==> src/hdl/exs_pkg.sv <==
// Purpose: shared types and constants for the exception event source unit
// Assumes: one processor clock, no software-visible registers in this block
// Notes: exception numbering is internal to this block
package exs_pkg;
  localparam int EXS_NSRC = 8;
  localparam logic [2:0] EXS_IDX_SUPCALL = 3'h0;
  localparam logic [2:0] EXS_IDX_USAGE = 3'h1;
  localparam logic [2:0] EXS_IDX_DATA = 3'h2;
  localparam logic [2:0] EXS_IDX_DBGMON = 3'h3;
  localparam logic [2:0] EXS_IDX_TICK = 3'h4;
  localparam logic [2:0] EXS_IDX_DEFER = 3'h5;
  localparam logic [2:0] EXS_IDX_EXTIRQ = 3'h6;
  localparam logic [2:0] EXS_IDX_NONE = 3'h7;
  localparam logic [EXS_NSRC-1:0] EXS_PEND_RST = 8'h00;

  typedef enum logic [1:0] {
    EXS_CLS_SYNC = 2'h1,
    EXS_CLS_IMPRECISE = 2'h2,
    EXS_CLS_ASYNC = 2'h3
  } exs_cls_t;

  typedef enum logic [1:0] {
    EXS_ST_THREAD = 2'h1,
    EXS_ST_HANDLER = 2'h2
  } exs_state_t;

  // instruction-related events from the pipeline, one-cycle pulses
  typedef struct packed {
    logic supervisor_call_instruction;
    logic undefined_instr;
    logic data_access_error;
    logic data_error_imprecise;
    logic breakpoint_instruction;
    logic debug_event_ext;
  } exs_pipe_ev_t;

  // report of a taken exception
  typedef struct packed {
    logic valid;
    logic [2:0] idx;
    exs_cls_t cls;
  } exs_take_t;
endpackage

==> src/hdl/exs_unit.sv <==
// Purpose: gather system exception sources, classify them and mark them pending
// Assumes: inputs synchronous to mclk; priority logic outside grants one take at a time
// Notes: pending bits are held until the matching exception is taken
`timescale 1ns/1ns
// Function
// RL1: supervisor call instruction raises a supervisor call exception, synchronously
// RL2: undefined instruction raises a usage fault instead of executing
// RL3: data load or store error is reported as a fault exception
// RL4: debug event raises the debug monitor exception
// RL5: faults are normally synchronous to the causing instruction
// RL6: some system errors are reported as imprecise exceptions
// RL7: interrupt requests are always classed asynchronous
// RL8: deferred call becomes pending only by writing its set-pending bit to 1
// RL9: priority logic decides when the deferred call runs; handler only on take
// RL10: breakpoint instruction generates a debug event
// RL11: system tick timer raises its own interrupt exception
// RL12: every handler runs privileged in handler mode
// RL13: taking an exception clears its pending indication
module exs_unit (
  input wire logic mclk,
  input wire logic arst_n,
  input wire logic clk_en,
  input wire exs_pkg::exs_pipe_ev_t pipe_ev,
  input wire logic deferred_call_set_pending_bit,
  input wire logic system_tick_timer,
  input wire logic ext_irq_req,
  input wire logic take_valid,
  input wire logic [2:0] take_idx,
  input wire logic exc_return,
  output logic [7:0] pending,
  output logic sync_fault,
  output logic imprecise_fault,
  output exs_pkg::exs_take_t taken,
  output logic handler_mode,
  output logic privileged,
  output logic instr_suppress
);
  import exs_pkg::*;

  ////////////////////////////////////////////////////////////////////////////
  logic [EXS_NSRC-1:0] pend_ff;
  logic [EXS_NSRC-1:0] nxt_pend;
  logic [EXS_NSRC-1:0] set_vec;
  logic [EXS_NSRC-1:0] clr_vec;
  logic dbg_ev;
  logic take_ok;
  logic sync_ff;
  logic impr_ff;
  logic supp_ff;
  exs_take_t taken_ff;
  exs_state_t state_ff;
  exs_cls_t take_cls;

  assign dbg_ev = pipe_ev.breakpoint_instruction | pipe_ev.debug_event_ext; // [RL10]
  assign take_ok = take_valid && (take_idx != EXS_IDX_NONE) && pend_ff[take_idx];

  always_comb begin
    set_vec = '0;
    set_vec[EXS_IDX_SUPCALL] = pipe_ev.supervisor_call_instruction; // [RL1]
    set_vec[EXS_IDX_USAGE] = pipe_ev.undefined_instr; // [RL2]
    set_vec[EXS_IDX_DATA] = pipe_ev.data_access_error | pipe_ev.data_error_imprecise; // [RL3]
    set_vec[EXS_IDX_DBGMON] = dbg_ev; // [RL4]
    set_vec[EXS_IDX_TICK] = system_tick_timer; // [RL11]
    set_vec[EXS_IDX_DEFER] = deferred_call_set_pending_bit; // [RL8]
    set_vec[EXS_IDX_EXTIRQ] = ext_irq_req;
    clr_vec = '0;
    if (take_ok) begin
      clr_vec[take_idx] = 1'b1; // [RL13]
    end
    // a new event in the take cycle survives, so it is not lost
    nxt_pend = (pend_ff & ~clr_vec) | set_vec;
  end

  // class follows the index taken, so a late take still reports the nature of its cause
  always_comb begin
    if (take_idx == EXS_IDX_TICK || take_idx == EXS_IDX_EXTIRQ || take_idx == EXS_IDX_DEFER) begin
      take_cls = EXS_CLS_ASYNC; // [RL7]
    end else if (take_idx == EXS_IDX_DATA && impr_ff) begin
      take_cls = EXS_CLS_IMPRECISE; // [RL6]
    end else begin
      take_cls = EXS_CLS_SYNC; // [RL5]
    end
  end

  ////////////////////////////////////////////////////////////////////////////
  always_ff @(posedge mclk or negedge arst_n) begin
    if (!arst_n) begin
      pend_ff <= EXS_PEND_RST;
    end else if (clk_en) begin
      pend_ff <= nxt_pend; // [RL9]
    end
  end

  // fault classification flags
  always_ff @(posedge mclk or negedge arst_n) begin
    if (!arst_n) begin
      sync_ff <= 1'b0;
      impr_ff <= 1'b0;
      supp_ff <= 1'b0;
    end else if (clk_en) begin
      sync_ff <= pipe_ev.supervisor_call_instruction | pipe_ev.undefined_instr | pipe_ev.data_access_error; // [RL5]
      supp_ff <= pipe_ev.undefined_instr; // [RL2]
      if (pipe_ev.data_error_imprecise) begin
        impr_ff <= 1'b1; // [RL6]
      end else if (pipe_ev.data_access_error) begin
        impr_ff <= 1'b0;
      end
    end
  end

  always_ff @(posedge mclk or negedge arst_n) begin
    if (!arst_n) begin
      taken_ff <= '{valid: 1'b0, idx: EXS_IDX_NONE, cls: EXS_CLS_SYNC};
    end else if (clk_en) begin
      taken_ff.valid <= take_ok; // [RL9]
      if (take_ok) begin
        taken_ff.idx <= take_idx;
        taken_ff.cls <= take_cls;
      end
    end
  end

  // mode tracking: nesting depth is the pipeline's concern, a return with no take in the same cycle means back to thread
  always_ff @(posedge mclk or negedge arst_n) begin
    if (!arst_n) begin
      state_ff <= EXS_ST_THREAD;
    end else if (clk_en) begin
      case (state_ff)
        EXS_ST_THREAD: begin
          if (take_ok) begin
            state_ff <= EXS_ST_HANDLER; // [RL12]
          end
        end
        EXS_ST_HANDLER: begin
          if (exc_return && !take_ok) begin
            state_ff <= EXS_ST_THREAD;
          end
        end
        default: begin
          state_ff <= EXS_ST_THREAD;
        end
      endcase
    end
  end

  assign pending = pend_ff;
  assign sync_fault = sync_ff;
  assign imprecise_fault = impr_ff;
  assign taken = taken_ff;
  // one-hot state: bit 1 is the handler flop itself, so both outputs come straight from it
  assign handler_mode = state_ff[1];
  assign privileged = state_ff[1]; // [RL12]
  assign instr_suppress = supp_ff;

  ////////////////////////////////////////////////////////////////////////////
  // each source but the deferred call and the imprecise data error must land in its pending bit one edge after it is seen
  a_supcall_pends: assert property (@(posedge mclk) disable iff (!arst_n) // [RL1]
    clk_en && pipe_ev.supervisor_call_instruction |=> pend_ff[EXS_IDX_SUPCALL])
    else $error("supervisor call not pending");
  a_undef_usage: assert property (@(posedge mclk) disable iff (!arst_n) // [RL2]
    clk_en && pipe_ev.undefined_instr |=> pend_ff[EXS_IDX_USAGE] && instr_suppress)
    else $error("undefined instruction gave no usage fault");
  a_supp_undef: assert property (@(posedge mclk) disable iff (!arst_n) // [RL2]
    clk_en && !pipe_ev.undefined_instr |=> !instr_suppress)
    else $error("instruction suppressed without cause");
  a_data_fault: assert property (@(posedge mclk) disable iff (!arst_n) // [RL3]
    clk_en && pipe_ev.data_access_error |=> pend_ff[EXS_IDX_DATA])
    else $error("data error lost");
  a_brk_debug: assert property (@(posedge mclk) disable iff (!arst_n) // [RL10]
    clk_en && pipe_ev.breakpoint_instruction |=> pend_ff[EXS_IDX_DBGMON])
    else $error("breakpoint gave no debug event");
  a_dbgev_monitor: assert property (@(posedge mclk) disable iff (!arst_n) // [RL4]
    clk_en && pipe_ev.debug_event_ext |=> pend_ff[EXS_IDX_DBGMON])
    else $error("debug event gave no monitor exception");
  a_sync_class: assert property (@(posedge mclk) disable iff (!arst_n) // [RL5]
    clk_en && take_ok && take_idx == EXS_IDX_USAGE |=> taken.cls == EXS_CLS_SYNC)
    else $error("usage fault not synchronous");
  a_impr_class: assert property (@(posedge mclk) disable iff (!arst_n) // [RL6]
    clk_en && pipe_ev.data_error_imprecise ##1 clk_en && take_valid && take_idx == EXS_IDX_DATA
    && !pipe_ev.data_access_error |=> taken.cls == EXS_CLS_IMPRECISE)
    else $error("not imprecise");
  a_impr_not_sync: assert property (@(posedge mclk) disable iff (!arst_n) // [RL6]
    clk_en && pipe_ev.data_error_imprecise && !pipe_ev.supervisor_call_instruction
    && !pipe_ev.undefined_instr && !pipe_ev.data_access_error |=> !sync_fault && imprecise_fault)
    else $error("imprecise error flagged as synchronous");
  a_irq_async: assert property (@(posedge mclk) disable iff (!arst_n) // [RL7]
    clk_en && take_ok && (take_idx == EXS_IDX_EXTIRQ || take_idx == EXS_IDX_TICK)
    |=> taken.cls == EXS_CLS_ASYNC)
    else $error("interrupt not asynchronous");
  a_extirq_pends: assert property (@(posedge mclk) disable iff (!arst_n) // [RL7]
    clk_en && ext_irq_req |=> pend_ff[EXS_IDX_EXTIRQ])
    else $error("external interrupt lost");
  a_defer_only: assert property (@(posedge mclk) disable iff (!arst_n) // [RL8]
    clk_en && !pend_ff[EXS_IDX_DEFER] && !deferred_call_set_pending_bit |=> !pend_ff[EXS_IDX_DEFER])
    else $error("deferred call pended without bit");
  a_take_needs_pend: assert property (@(posedge mclk) disable iff (!arst_n) // [RL9]
    clk_en && take_valid && (take_idx == EXS_IDX_NONE || !pend_ff[take_idx]) |=> !taken.valid)
    else $error("take without pending");
  a_tick_pends: assert property (@(posedge mclk) disable iff (!arst_n) // [RL11]
    clk_en && system_tick_timer |=> pend_ff[EXS_IDX_TICK])
    else $error("tick lost");
  a_handler_priv: assert property (@(posedge mclk) disable iff (!arst_n) // [RL12]
    clk_en && take_ok |=> handler_mode && privileged)
    else $error("handler not privileged");
  a_return_thread: assert property (@(posedge mclk) disable iff (!arst_n) // [RL12]
    clk_en && handler_mode && exc_return && !take_ok |=> !handler_mode && !privileged)
    else $error("return did not leave handler mode");
  a_take_clears: assert property (@(posedge mclk) disable iff (!arst_n) // [RL13]
    clk_en && take_ok && take_idx == EXS_IDX_DEFER && !deferred_call_set_pending_bit
    |=> !pend_ff[EXS_IDX_DEFER])
    else $error("pending not cleared");

  // main scenarios: a take of a supervisor call, a tick, a deferred call and an imprecise fault, and a return to thread mode
  c_supcall_taken: cover property (@(posedge mclk) disable iff (!arst_n)
    pipe_ev.supervisor_call_instruction ##[1:5] taken.valid && taken.idx == EXS_IDX_SUPCALL);
  c_tick_taken: cover property (@(posedge mclk) disable iff (!arst_n)
    taken.valid && taken.idx == EXS_IDX_TICK && taken.cls == EXS_CLS_ASYNC);
  c_defer_taken: cover property (@(posedge mclk) disable iff (!arst_n)
    deferred_call_set_pending_bit ##[1:5] taken.valid && taken.idx == EXS_IDX_DEFER);
  c_impr_taken: cover property (@(posedge mclk) disable iff (!arst_n)
    taken.valid && taken.cls == EXS_CLS_IMPRECISE);
  c_return: cover property (@(posedge mclk) disable iff (!arst_n)
    handler_mode ##1 !handler_mode);
endmodule
==> config.mk <==
export PLATFORM = sky130hd
export DESIGN_NAME = exs_unit
export DESIGN_NICKNAME = d
export VERILOG_FILES = /design/src/hdl/exs_pkg.sv /design/src/hdl/exs_unit.sv
export SDC_FILE = /design/constraint.sdc
export NUM_CORES = 1
export LEC_CHECK = 0
export BUFFER_PORTS_ARGS = -buffer_cell sky130_fd_sc_hd__buf_2
export CAP_MARGIN = 20
export CORE_ASPECT_RATIO = 1.25
export CORE_MARGIN = 5
export CORE_UTILIZATION = 50
export CTS_BUF_LIST = sky130_fd_sc_hd__clkbuf_2 sky130_fd_sc_hd__clkbuf_4 sky130_fd_sc_hd__clkbuf_8
export DETAILED_ROUTE_END_ITERATION = 6
export GPL_TIMING_DRIVEN = 1
export PLACE_DENSITY = 0.88
export SYNTH_ARGS = -nofsm -noshare
export SYNTH_HDL_FRONTEND = slang
export SYNTH_SLANG_ARGS = --single-unit
==> constraint.sdc <==
create_clock -name mclk -period 3.35 [get_ports mclk]
set_clock_uncertainty 0.2 [all_clocks]
set_input_delay 0.1675 -clock mclk [delete_from_list [all_inputs] [get_ports mclk]]
set_output_delay 0.1675 -clock mclk [all_outputs]
set_load 0.05 [all_outputs]
## Word-level counts from Yosys, hierarchy flattened

Cells that the tools add are included.

| word-level totals | value |
|---|---|
| register bits | 19 |
| latch bits | 0 |
| memory bits (writable) | 0 |
| ROM bits | 0 |
| input port bits | 17 |
| output and inout port bits | 19 |
| memories kept | 0 |

| cells by class | value |
|---|---|
| $add $sub $neg | 0 |
| multiply operators | 0 |
| div/mod/pow operators | 0 |
| order comparisons | 2 |
| equality and inequality tests | 9 |
| shift-type cells | 0 |
| multiplexer cells | 12 |
| bitwise operators | 7 |
| reductions and logical operators | 12 |

Operator list:

| cell | number |
|---|---|
| 3-bit equality test (second input constant) | 3 |
| 8-bit AND | 1 |
| 2-bit two-way mux | 4 |
| 8-bit two-way mux | 1 |
| 8-bit NOT | 1 |
| 8-bit by 7-bit OR with 8-bit output | 1 |
| 1-bit logical AND | 5 |
| 3-bit by 4-bit < comparator with 1-bit output (second input constant) | 1 |
| 1-bit two-way mux | 4 |
| 2-bit != test (second input constant) | 2 |
| 1-bit OR | 4 |
| 2-bit one-hot mux with 2 select lines | 1 |
| 2-bit AND reduction | 2 |
| 1-bit binary-select mux with 3-bit select | 1 |
| 1-bit demux with 3-bit select | 1 |
| 3-bit by 2-bit equality test with 1-bit output (second input constant) | 1 |
| 3-bit by 1-bit >= comparator with 1-bit output (second input constant) | 1 |
| 3-bit != test (second input constant) | 1 |
| 3-bit AND reduction | 1 |
| 2-bit by 1-bit equality test with 1-bit output (second input constant) | 1 |
| 2-bit equality test (second input constant) | 1 |
| 1-bit logical OR | 2 |
| 2-bit nonzero test | 1 |
| 1-bit zero test | 1 |

## Depth between registers and ports, before layout

Gate-level depths: netlist (run 1).

| depth | value |
|---|---|
| depth in word-level cells | 8 |
| mapped depth | 5 |
| depth with buffers taken out | 4 |

## Worst setup path after synthesis (run 1)

No wires, ideal clock.

| timing path | value |
|---|---|
| kind | reg2reg |
| from | register pend_ff[2] (netlist: pending[2]) |
| to | register taken_ff (netlist bit taken[0]) |
| data arrival time | 1.769 ns |
| data required time | 3.068 ns |
| setup slack | 1.298 ns |
| cell stages (with the launch flop) | 5 |
| path buffers | 0 |
| period minus slack after synthesis | 2.052 ns |
| cell sequence | dfrtp_1 mux2i_1 a221oi_4 nand2_4 mux2_4 |

| between the ends | value |
|---|---|
| cells in the longest elaborated chain, start to end | 4 |

RTL lines:

| item | line | RTL |
|---|---|---|
| from (decl) | exs_unit.sv:41 | `logic [EXS_NSRC-1:0] pend_ff;` |
| from (signal assigned) | exs_unit.sv:90 | `pend_ff <= nxt_pend;` |
| 1-bit binary-select mux with 3-bit select | exs_unit.sv:55 | `assign take_ok = take_valid && (take_idx != EXS_IDX_NONE) && pend_ff[take_idx];` |
| 1-bit two-way mux (implied by the code) | exs_unit.sv:55 |  |
| 1-bit logical AND | exs_unit.sv:55 |  |
| 2-bit AND reduction (no source line) | - |  |
| to (signal assigned) | exs_unit.sv:113 | `taken_ff <= '{valid: 1'b0, idx: EXS_IDX_NONE, cls: EXS_CLS_SYNC};` |
| to (decl) | exs_unit.sv:50 | `exs_take_t taken_ff;` |

Every way passes these cells. The select of a mux whose other input is x is not followed.
A chain may end at the register's enable or synchronous reset.

## Worst setup path after layout (run 1)

| timing path | value |
|---|---|
| from | input port take_idx[0] |
| to | register taken_ff (netlist bit taken[0]) |

| between the ends | value |
|---|---|
| cells in the longest elaborated chain, start to end | 4 |
| elaborated cells on any way between the ends | 15 |
| those cells by class | eq/ne: 5; mux: 4; reduce/logical: 6 |

RTL lines:

| item | line | RTL |
|---|---|---|
| from (decl) | exs_unit.sv:28 | `input wire logic [2:0] take_idx,` |
| 1-bit binary-select mux with 3-bit select, or another cell as far along | exs_unit.sv:55 |  |
| 1-bit two-way mux (implied by the code), or another cell as far along | exs_unit.sv:55 |  |
| 1-bit logical AND, or another cell as far along | exs_unit.sv:55 |  |
| 2-bit AND reduction (no source line) / 2-bit two-way mux (equally long branches) | - |  |

Several ways; a longest one is shown, not always the timed one. The select of a mux whose other input is x is not followed.

==> results of run 1 <==
[sequential cells by signal, indices dropped and copies added (netlist names)]
name	count
state_ff	2
pending	8
instr_suppress	1
imprecise_fault	1
sync_fault	1
taken	6
[critical path: cells and delay by family]
family,cells,cell delay (ps)
AO/OA/AOI/OAI,1,490
multiplexers,1,320
AND/OR/NAND/NOR,2,350
buffers and inverters,2,680
[kinds of logic (layout without fill, tap and decap cells)]
logic type,after synthesis,after routing,share of synthesized area (%)
multiplexers,9,9,11.6
AO/OA/AOI/OAI,16,16,16.8
flip-flops,19,19,50.2
buffers and inverters,9,56,4.69
AND/OR/NAND/NOR,26,26,16.7
[placed cells by master, fill, tap and decap left out, types with 2 or more instances in the layout]
master         count
buf_2             35
dfrtp_1           14
dlygate4sd3_1     12
a22o_1             6
nand2_1            5
inv_1              5
dfstp_2            5
nor2b_1            4
mux2i_1            4
nor2_1             4
mux2_4             4
nand4b_1           4
clkbuf_4           4
nand4_1            3
a21oi_1            2
o2bb2ai_1          2
[layer usage]
metal  routed length [um]  global-route usage [%]  share of wire [%]  vias to the layer above
met5                    0                       0                  0                        -
met4                   55                    10.0                2.5                        0
met3                  134                    3.53                6.0                        6
met2                 1130                    28.9                 51                       29
met1                  896                    19.3                 40                      379
li1                     -                       -                  -                      386
[power by group]
part	leakage [nW]	total [W]	switching (W)	internal, W
combinational	0.400	0.000268	0.000184	0.0000838
clock	0.0184	0.000121	0.0000662	0.0000544
sequential	0.200	0.000298	0.0000239	0.000274
[cell type report]
type	count	area, sq um
Clock buffer	4	30.0
Multi-Input combinational cell	51	433
Tap cell	19	23.8
Inverter	5	18.8
Fill cell	129	526
Timing Repair Buffer	47	295
Sequential cell	19	482
[per-stage QoR]
stage                     cells  worst slack [ps]  instance area (sq um)
final                       145              1370                   1280
after floorplan              79              1300                    960
after global placement      129              1600                   1130
after detailed placement    129              1500                   1130
after global routing        145              1320                   1280
after CTS                   145              1390                   1280
[final timing paths]
check                                  end         from  slack, ps
worst min register to register  pending[7]   pending[7]        180
min in group asynchronous         taken[5]       arst_n        130
max in group asynchronous         taken[4]       arst_n       2500
worst max register to register    taken[0]   pending[0]       1530
worst min-delay path              taken[4]  take_idx[2]         30
worst max-delay path              taken[0]  take_idx[0]       1370
==> flow_summary.json, run 1 <==
{
  "num_vias": 800,
  "r2r_cells": 4,
  "coreArea_sq_um": 1810,
  "synth_area_leader_cell": "dfrtp_1",
  "cts_made_buffers": 3,
  "core.rowCount": 17,
  "initial_core_util_pct": 53.1,
  "antenna_cells": 0,
  "fmax_ghz": 0.505,
  "viasPerCell": 5.52,
  "wl_um": 2220,
  "drc": 0,
  "synth_nets": 96,
  "crit_chain": "dlygate4sd3_1 -> buf_2 -> and2_1 -> a221oi_4 -> nand2_4 -> mux2_4",
  "die_area_sq_um": 2900,
  "hpwl_um": 1620,
  "synth_top_area_share_pct": 36.5,
  "synthDistinctLibCells": 29,
  "synth_seq_area_share_pct": 50.2,
  "synth_edf_count": 0,
  "fp.dieH_um": 59.0,
  "overflow": 0,
  "syn-cell-area_sq_um": 960,
  "min_delay_path_depth": 2,
  "max_stage_delay_ps": 530,
  "avgSynthCellArea_sq_um": 12.1,
  "outcome": "finished clean",
  "worstMarginPinSlew_ps": 505,
  "crit_type": "in2reg",
  "p_total_w": 0.000687,
  "antenna_found_initial": 0,
  "hold_violations": 0,
  "grt_start_max_net_pins": 20,
  "clockRootBuffer": "clkbuf_4",
  "p_per_area_nw_per_um2": 536,
  "synth_common_cells": "dfrtp_1, a22o_1, dfstp_2, inv_1, nand2_1",
  "clock_sinks": 19,
  "cts_resized": 0,
  "synth-seq-cells": 19,
  "grt_use_total_pct": 16.9,
  "cts_htree_levels": 1,
  "final_util_pct": 70.9,
  "dr.pass1.iters": 4,
  "fin_crit_ps": 1980,
  "grt_pass1_vias": 863,
  "synth_most_common_cell": "dfrtp_1",
  "drive_gt1_share_pct": 42.9,
  "slew_headroom_pct": 66.3,
  "cts_tree": "built",
  "rsz0062_at_grt": "false",
  "clk_pin_slew_ps": 100,
  "clk_path_buf_depth": 2,
  "slew_violations": 0,
  "path_max_fanout": 9,
  "grt_pass1_wl_um": 3850,
  "tns_ps": 0,
  "areaGrowthSynthToFinish_pct": 33.6,
  "drt_iter0_drc": 18,
  "setup_viol": 0,
  "holdCritPathClass": "in2reg",
  "synthFlopType": "dfrtp_1",
  "synthArstFlopShare_pct": 100,
  "arrival_ps": 2010,
  "cp-start-kind": "primary input",
  "maxCapViolCount": 0,
  "wl_per_cell_um": 15.3,
  "clk_latency_ps": 290,
  "cts_setup_buffers": 0,
  "finalHoldWorstSlack_ps": 26.2,
  "io_pins": 36,
  "post-route-period-util_pct": 59.1,
  "port-buffer-count": 35,
  "power_leakage_nw": 0.618,
  "layout.nets": 144,
  "cp.required_ps": 3380,
  "die_w_um": 49.2,
  "critical_path.slowest_cell": "dlygate4sd3_1",
  "critPathCaptureType": "register",
  "gp_congestion": 0.780,
  "ys_warn_count": 0,
  "ir_drop_mv": 0.407,
  "antenna_left": 0,
  "synth_area_leaders": "dfrtp_1, dfstp_2, mux2_4",
  "hold_buffers": 12,
  "synth_cells": 79
}
Note: power is estimated with default switching activity, not from simulation.
==> run 2: changes to the inputs <==
- clock period: 3.35 -> 2 ns (I/O delays scaled with it)
==> run 2 against run 1 <==
  * Critical path depth rose by 1
  * Design area up 3.1%
  * Routed wire length increased by 11%
  * Combinational power up 73%
  * Sequential power grew 69%
  * Non-clock buffer count increased by 3
  * Sequential share of layout area fell by 0.95 points
  * Total power increased by 71%
  * Global-route usage rose by 1.1 points
  * Worst setup slack worse by 1200 ps
  * Clock power is 70% higher
==> flow_summary.json, run 2 (synthesis gave the netlist of run 1 again) <==
{
  "power_leakage_nw": 0.635,
  "fmax_ghz": 0.535,
  "p_per_area_nw_per_um2": 888,
  "wl_met3_um": 101,
  "grt_pass1_wl_um": 3990,
  "cts_tree": "built",
  "critPathCapture": "taken[0]",
  "grt_use_total_pct": 18.0,
  "grt_pass1_vias": 865,
  "wl_met2_um": 1350,
  "r2r_end": "taken[0]",
  "drive_gt1_share_pct": 45.0,
  "layout_commonest_cell": "buf_2",
  "ir_drop_mv": 0.672,
  "hold_violations": 0,
  "drt-met1-wl_um": 962,
  "die_area_sq_um": 2900,
  "clock_sinks": 19,
  "final_cell_mix": "buf_2, dlygate4sd3_1, dfrtp_1, a22o_1",
  "outcome": "finished clean",
  "crit_type": "in2reg",
  "pwr-share-clk_pct": 17.6,
  "maxCapViolCount": 0,
  "setup_viol": 0,
  "power.combinational.fraction_pct": 39.5,
  "port-buffer-count": 35,
  "timing.reg2reg.setup_slack_ps": 290,
  "areaGrowthSynthToFinish_pct": 37.8,
  "fp.dieH_um": 59.0,
  "drt_iter0_drc": 10,
  "tns_ps": 0,
  "path_max_fanout": 9,
  "num_vias": 821,
  "top_layer_used": "met4",
  "clk_latency_ps": 300,
  "antenna_left": 0,
  "post-route-period-util_pct": 93.5,
  "regToRegStartpoint": "pending[2]",
  "critPathLaunch": "take_idx[2]",
  "cts_htree_levels": 1,
  "clk_pin_slew_ps": 100,
  "hpwl_um": 1720,
  "clockRootBuffer": "clkbuf_4",
  "p_sw_w": 0.000475,
  "rsz0062_at_grt": "false",
  "wl_per_cell_um": 16.6,
  "fin_crit_ps": 1870,
  "holdCritPathClass": "in2reg",
  "placedCellCount": 130,
  "overflow": 0,
  "worstMarginPinSlew_ps": 403,
  "coreArea_sq_um": 1810,
  "largest_reg_flops": 8,
  "wl_um": 2450,
  "layout.nets": 147,
  "r2r_cells": 5,
  "slew_violations": 0,
  "antenna_cells": 0,
  "dr.pass1.iters": 4,
  "setup_ws_ps": 130,
  "io_pins": 36,
  "design_area_sq_um": 1320,
  "cp.required_ps": 2030,
  "place_ws_ps": 216,
  "antenna_found_initial": 0,
  "die_w_um": 49.2,
  "gp_congestion": 0.802,
  "internal_power_w": 0.000699,
  "cts_resized": 0,
  "slew_headroom_pct": 73.1,
  "cp-start-kind": "primary input",
  "initial_core_util_pct": 53.1,
  "p_seq_share_pct": 42.9,
  "grt_start_max_net_pins": 20,
  "fin_cells": 148,
  "clk_path_buf_depth": 2,
  "cts_made_buffers": 3,
  "core.rowCount": 17,
  "power.share.switching_pct": 40.5,
  "dpl_cell_area_sq_um": 1140,
  "drc": 0,
  "arrival_ps": 1900,
  "p_total_w": 0.00117,
  "viasPerCell": 5.55,
  "critPathCaptureType": "register"
}
run 2: cell count changes in the layout (fill, tap and decap cells not counted):
cell,before,now
buf_12,0,1
buf_4,0,1
dfrtp_1,14,12
dfrtp_2,0,2
dlygate4sd3_1,12,13
run 2: layout make-up:
class | instances | area, sq um
well taps | 19 | 23.8
fillers | 129 | 485
inverters | 5 | 18.8
flip-flops and latches | 19 | 484
clock buffers | 4 | 30.0
multi-input cells | 51 | 433
repair buffers | 50 | 333
run 2: worst min path at each step:
stage                      end  cells after the start         from
2_1_floorplan  imprecise_fault                      0       arst_n
3_3_place_gp        pending[7]                      1       arst_n
3_5_place_dp   imprecise_fault                      1       arst_n
4_1_cts             pending[3]                      3  take_idx[1]
5_1_grt               taken[3]                      2  take_idx[1]
6_report            pending[3]                      3  take_idx[1]
run 2: metal layers:
metal,up-vias,GRT usage (%)
li1,390,-
met1,401,19.6
met2,25,33.7
met3,5,2.77
met4,0,8.08
met5,-,0
run 2: timing repair:
item / 4_1_cts / 5_1_grt
setup endpoints to repair: 0 / 4
hold buffers: 13 / 0
buffers inserted: 0 / 1
endpoints found under the hold margin: 32 / 0
run 2: worst max-delay path, stage by stage:
cell and delay, ps:
dlygate4sd3_1 530, buf_2 170, and2_1 220, a221oi_4 300, buf_12 160, nand2_4 90
mux2_4 320
run 2: metrics by stage:
step | hold WS (ps) | utilization [%]
floorplan | -396 | -
global route | 12.1 | 73.1
finish | 3.93 | 73.1
global placement | -150 | 63.2
CTS | 5.99 | 72.0
detailed placement | -145 | 63.2
run 2: power groups by stage:
stage	Combinational [W]	Sequential, W	Clock [W]
after floorplan	0.000171	0.000671	0
after detailed placement	0.000435	0.000506	0
final	0.000464	0.000504	0.000206
after global routing	0.000487	0.000512	0.000235
after CTS	0.000457	0.000500	0.000210
after global placement	0.000426	0.000503	0
==> run 3: changes to the inputs <==
- GPL_TIMING_DRIVEN: 1 -> 0
==> run 3 against run 2 <==
  * Routed wire length down 9.3%
  * Final cell count rose by 3.4%
  * Fmax down 0.27%
  * Global-route usage shrank 1.3 points
==> flow_summary.json, run 3 (synthesis gave the netlist of run 1 again) <==
{
  "antenna_cells": 0,
  "crit_type": "in2reg",
  "post-route-period-util_pct": 93.8,
  "layout.nets": 152,
  "port-buffer-count": 35,
  "layout_commonest_cell": "buf_2",
  "crit_chain": "dlygate4sd3_1 -> buf_2 -> and2_1 -> a221oi_4 -> buf_12 -> nand2_4 -> mux2_4",
  "grt_pass1_wl_um": 3840,
  "critical-path-top-delay-family": "buffers and inverters",
  "outcome": "finished clean",
  "worstMarginPinSlew_ps": 414,
  "regArea_sq_um": 484,
  "overflow": 0,
  "antenna_found_initial": 0,
  "max_stage_delay_ps": 530,
  "rsz0062_at_grt": "false",
  "wl_um": 2220,
  "wl_per_cell_um": 14.5,
  "clk_latency_ps": 290,
  "critical_path.slowest_cell": "dlygate4sd3_1",
  "initial_core_util_pct": 53.1,
  "path_max_fanout": 9,
  "grt_pass1_vias": 839,
  "core.rowCount": 17,
  "gp_congestion": 0.782,
  "drt_iter0_drc": 7,
  "cts_resized": 0,
  "fin_cells": 153,
  "drive_gt1_share_pct": 44.0,
  "grt_use_total_pct": 16.6,
  "grt_start_max_net_pins": 20,
  "slew_violations": 0,
  "setup_viol": 0,
  "cp-start-kind": "primary input",
  "final_util_pct": 75.2,
  "cts_made_buffers": 3,
  "p_per_area_nw_per_um2": 858,
  "coreArea_sq_um": 1810,
  "fin_crit_ps": 1880,
  "slew_headroom_pct": 72.4,
  "hpwl_um": 1530,
  "placedCellCount": 133,
  "clockRootBuffer": "clkbuf_4",
  "die_w_um": 49.2,
  "path_buf_inv": 3,
  "tns_ps": 0,
  "holdCritPathClass": "in2reg",
  "fp.dieH_um": 59.0,
  "largest_reg_flops": 8,
  "clk_path_buf_depth": 2,
  "fillers": 128,
  "clock_sinks": 19,
  "arrival_ps": 1900,
  "die_area_sq_um": 2900,
  "power_leakage_nw": 0.651,
  "cts_tree": "built",
  "drc": 0,
  "num_vias": 817,
  "ir_drop_mv": 0.637,
  "areaGrowthSynthToFinish_pct": 41.6,
  "final_cell_mix": "buf_2, dlygate4sd3_1, dfrtp_1, a22o_1",
  "critPathCaptureType": "register",
  "viasPerCell": 5.34,
  "multi_input_area_sq_um": 433,
  "cp.required_ps": 2020,
  "hold_violations": 0,
  "cts_htree_levels": 1,
  "dr.pass1.iters": 5,
  "maxCapViolCount": 0,
  "io_pins": 36,
  "antenna_left": 0,
  "fmax_ghz": 0.533,
  "clk_pin_slew_ps": 110
}
run 3: worst min-delay path, stage by stage:
cell and delay (ps):
buf_2 90, a41oi_1 120, o221ai_1 160
run 3: power breakdown:
| group | switching [W] | internal (W) | total (W) |
|---|---|---|---|
| combinational | 0.000314 | 0.000163 | 0.000477 |
| clock | 0.000117 | 0.0000742 | 0.000191 |
| sequential | 0.0000387 | 0.000460 | 0.000498 |
run 3: through the flow:
step | instance area [sq um] | power [W] | hold WS [ps] | worst slack, ps
after floorplan | 962 | 0.000843 | -396 | 99.8
after global placement | 1160 | 0.000941 | -151 | 250
after detailed placement | 1160 | 0.000950 | -143 | 233
after CTS | 1340 | 0.00116 | 7.86 | 65.9
after global routing | 1360 | 0.00123 | 20.3 | 90.3
final | 1360 | 0.00117 | 13.9 | 125
run 3: metal layers:
layer / vias up / global-route usage, % / part of all wire, % / wire [um]
li1: 399 / - / - / -
met1: 390 / 20.0 / 42 / 937
met2: 24 / 29.5 / 51 / 1130
met3: 4 / 3.27 / 5.4 / 119
met4: 0 / 5.77 / 1.5 / 33
met5: - / 0 / 0 / 0
run 3: cell type report:
class                   instances  area share [%]
well taps                      19            1.75
flip-flops and latches         19            35.6
plain buffers                   4            1.93
inverters                       5            1.38
clock buffers                   3            1.66
multi-input cells              51            31.9
clock inverters                 1           0.368
repair buffers                 51            25.4
run 3: what timing repair did:
item / CTS / global route
endpoints found under the setup margin: 0 / 2
hold buffers: 15 / 0
endpoints found under the hold margin: 34 / 0
buffers inserted: 0 / 1
run 3: worst paths after layout:
check | slack [ps] | to | depth (start not counted) | start
max | 120 | taken[0] | 7 | take_idx[2]
min | 10 | state_ff[1] | 3 | take_valid
max reg2reg | 300 | taken[0] | 5 | pending[2]
min reg2reg | 270 | pending[7] | 1 | pending[7]
max in group asynchronous | 1220 | state_ff[0] | 2 | arst_n
min in group asynchronous | 60 | pending[1] | 2 | arst_n
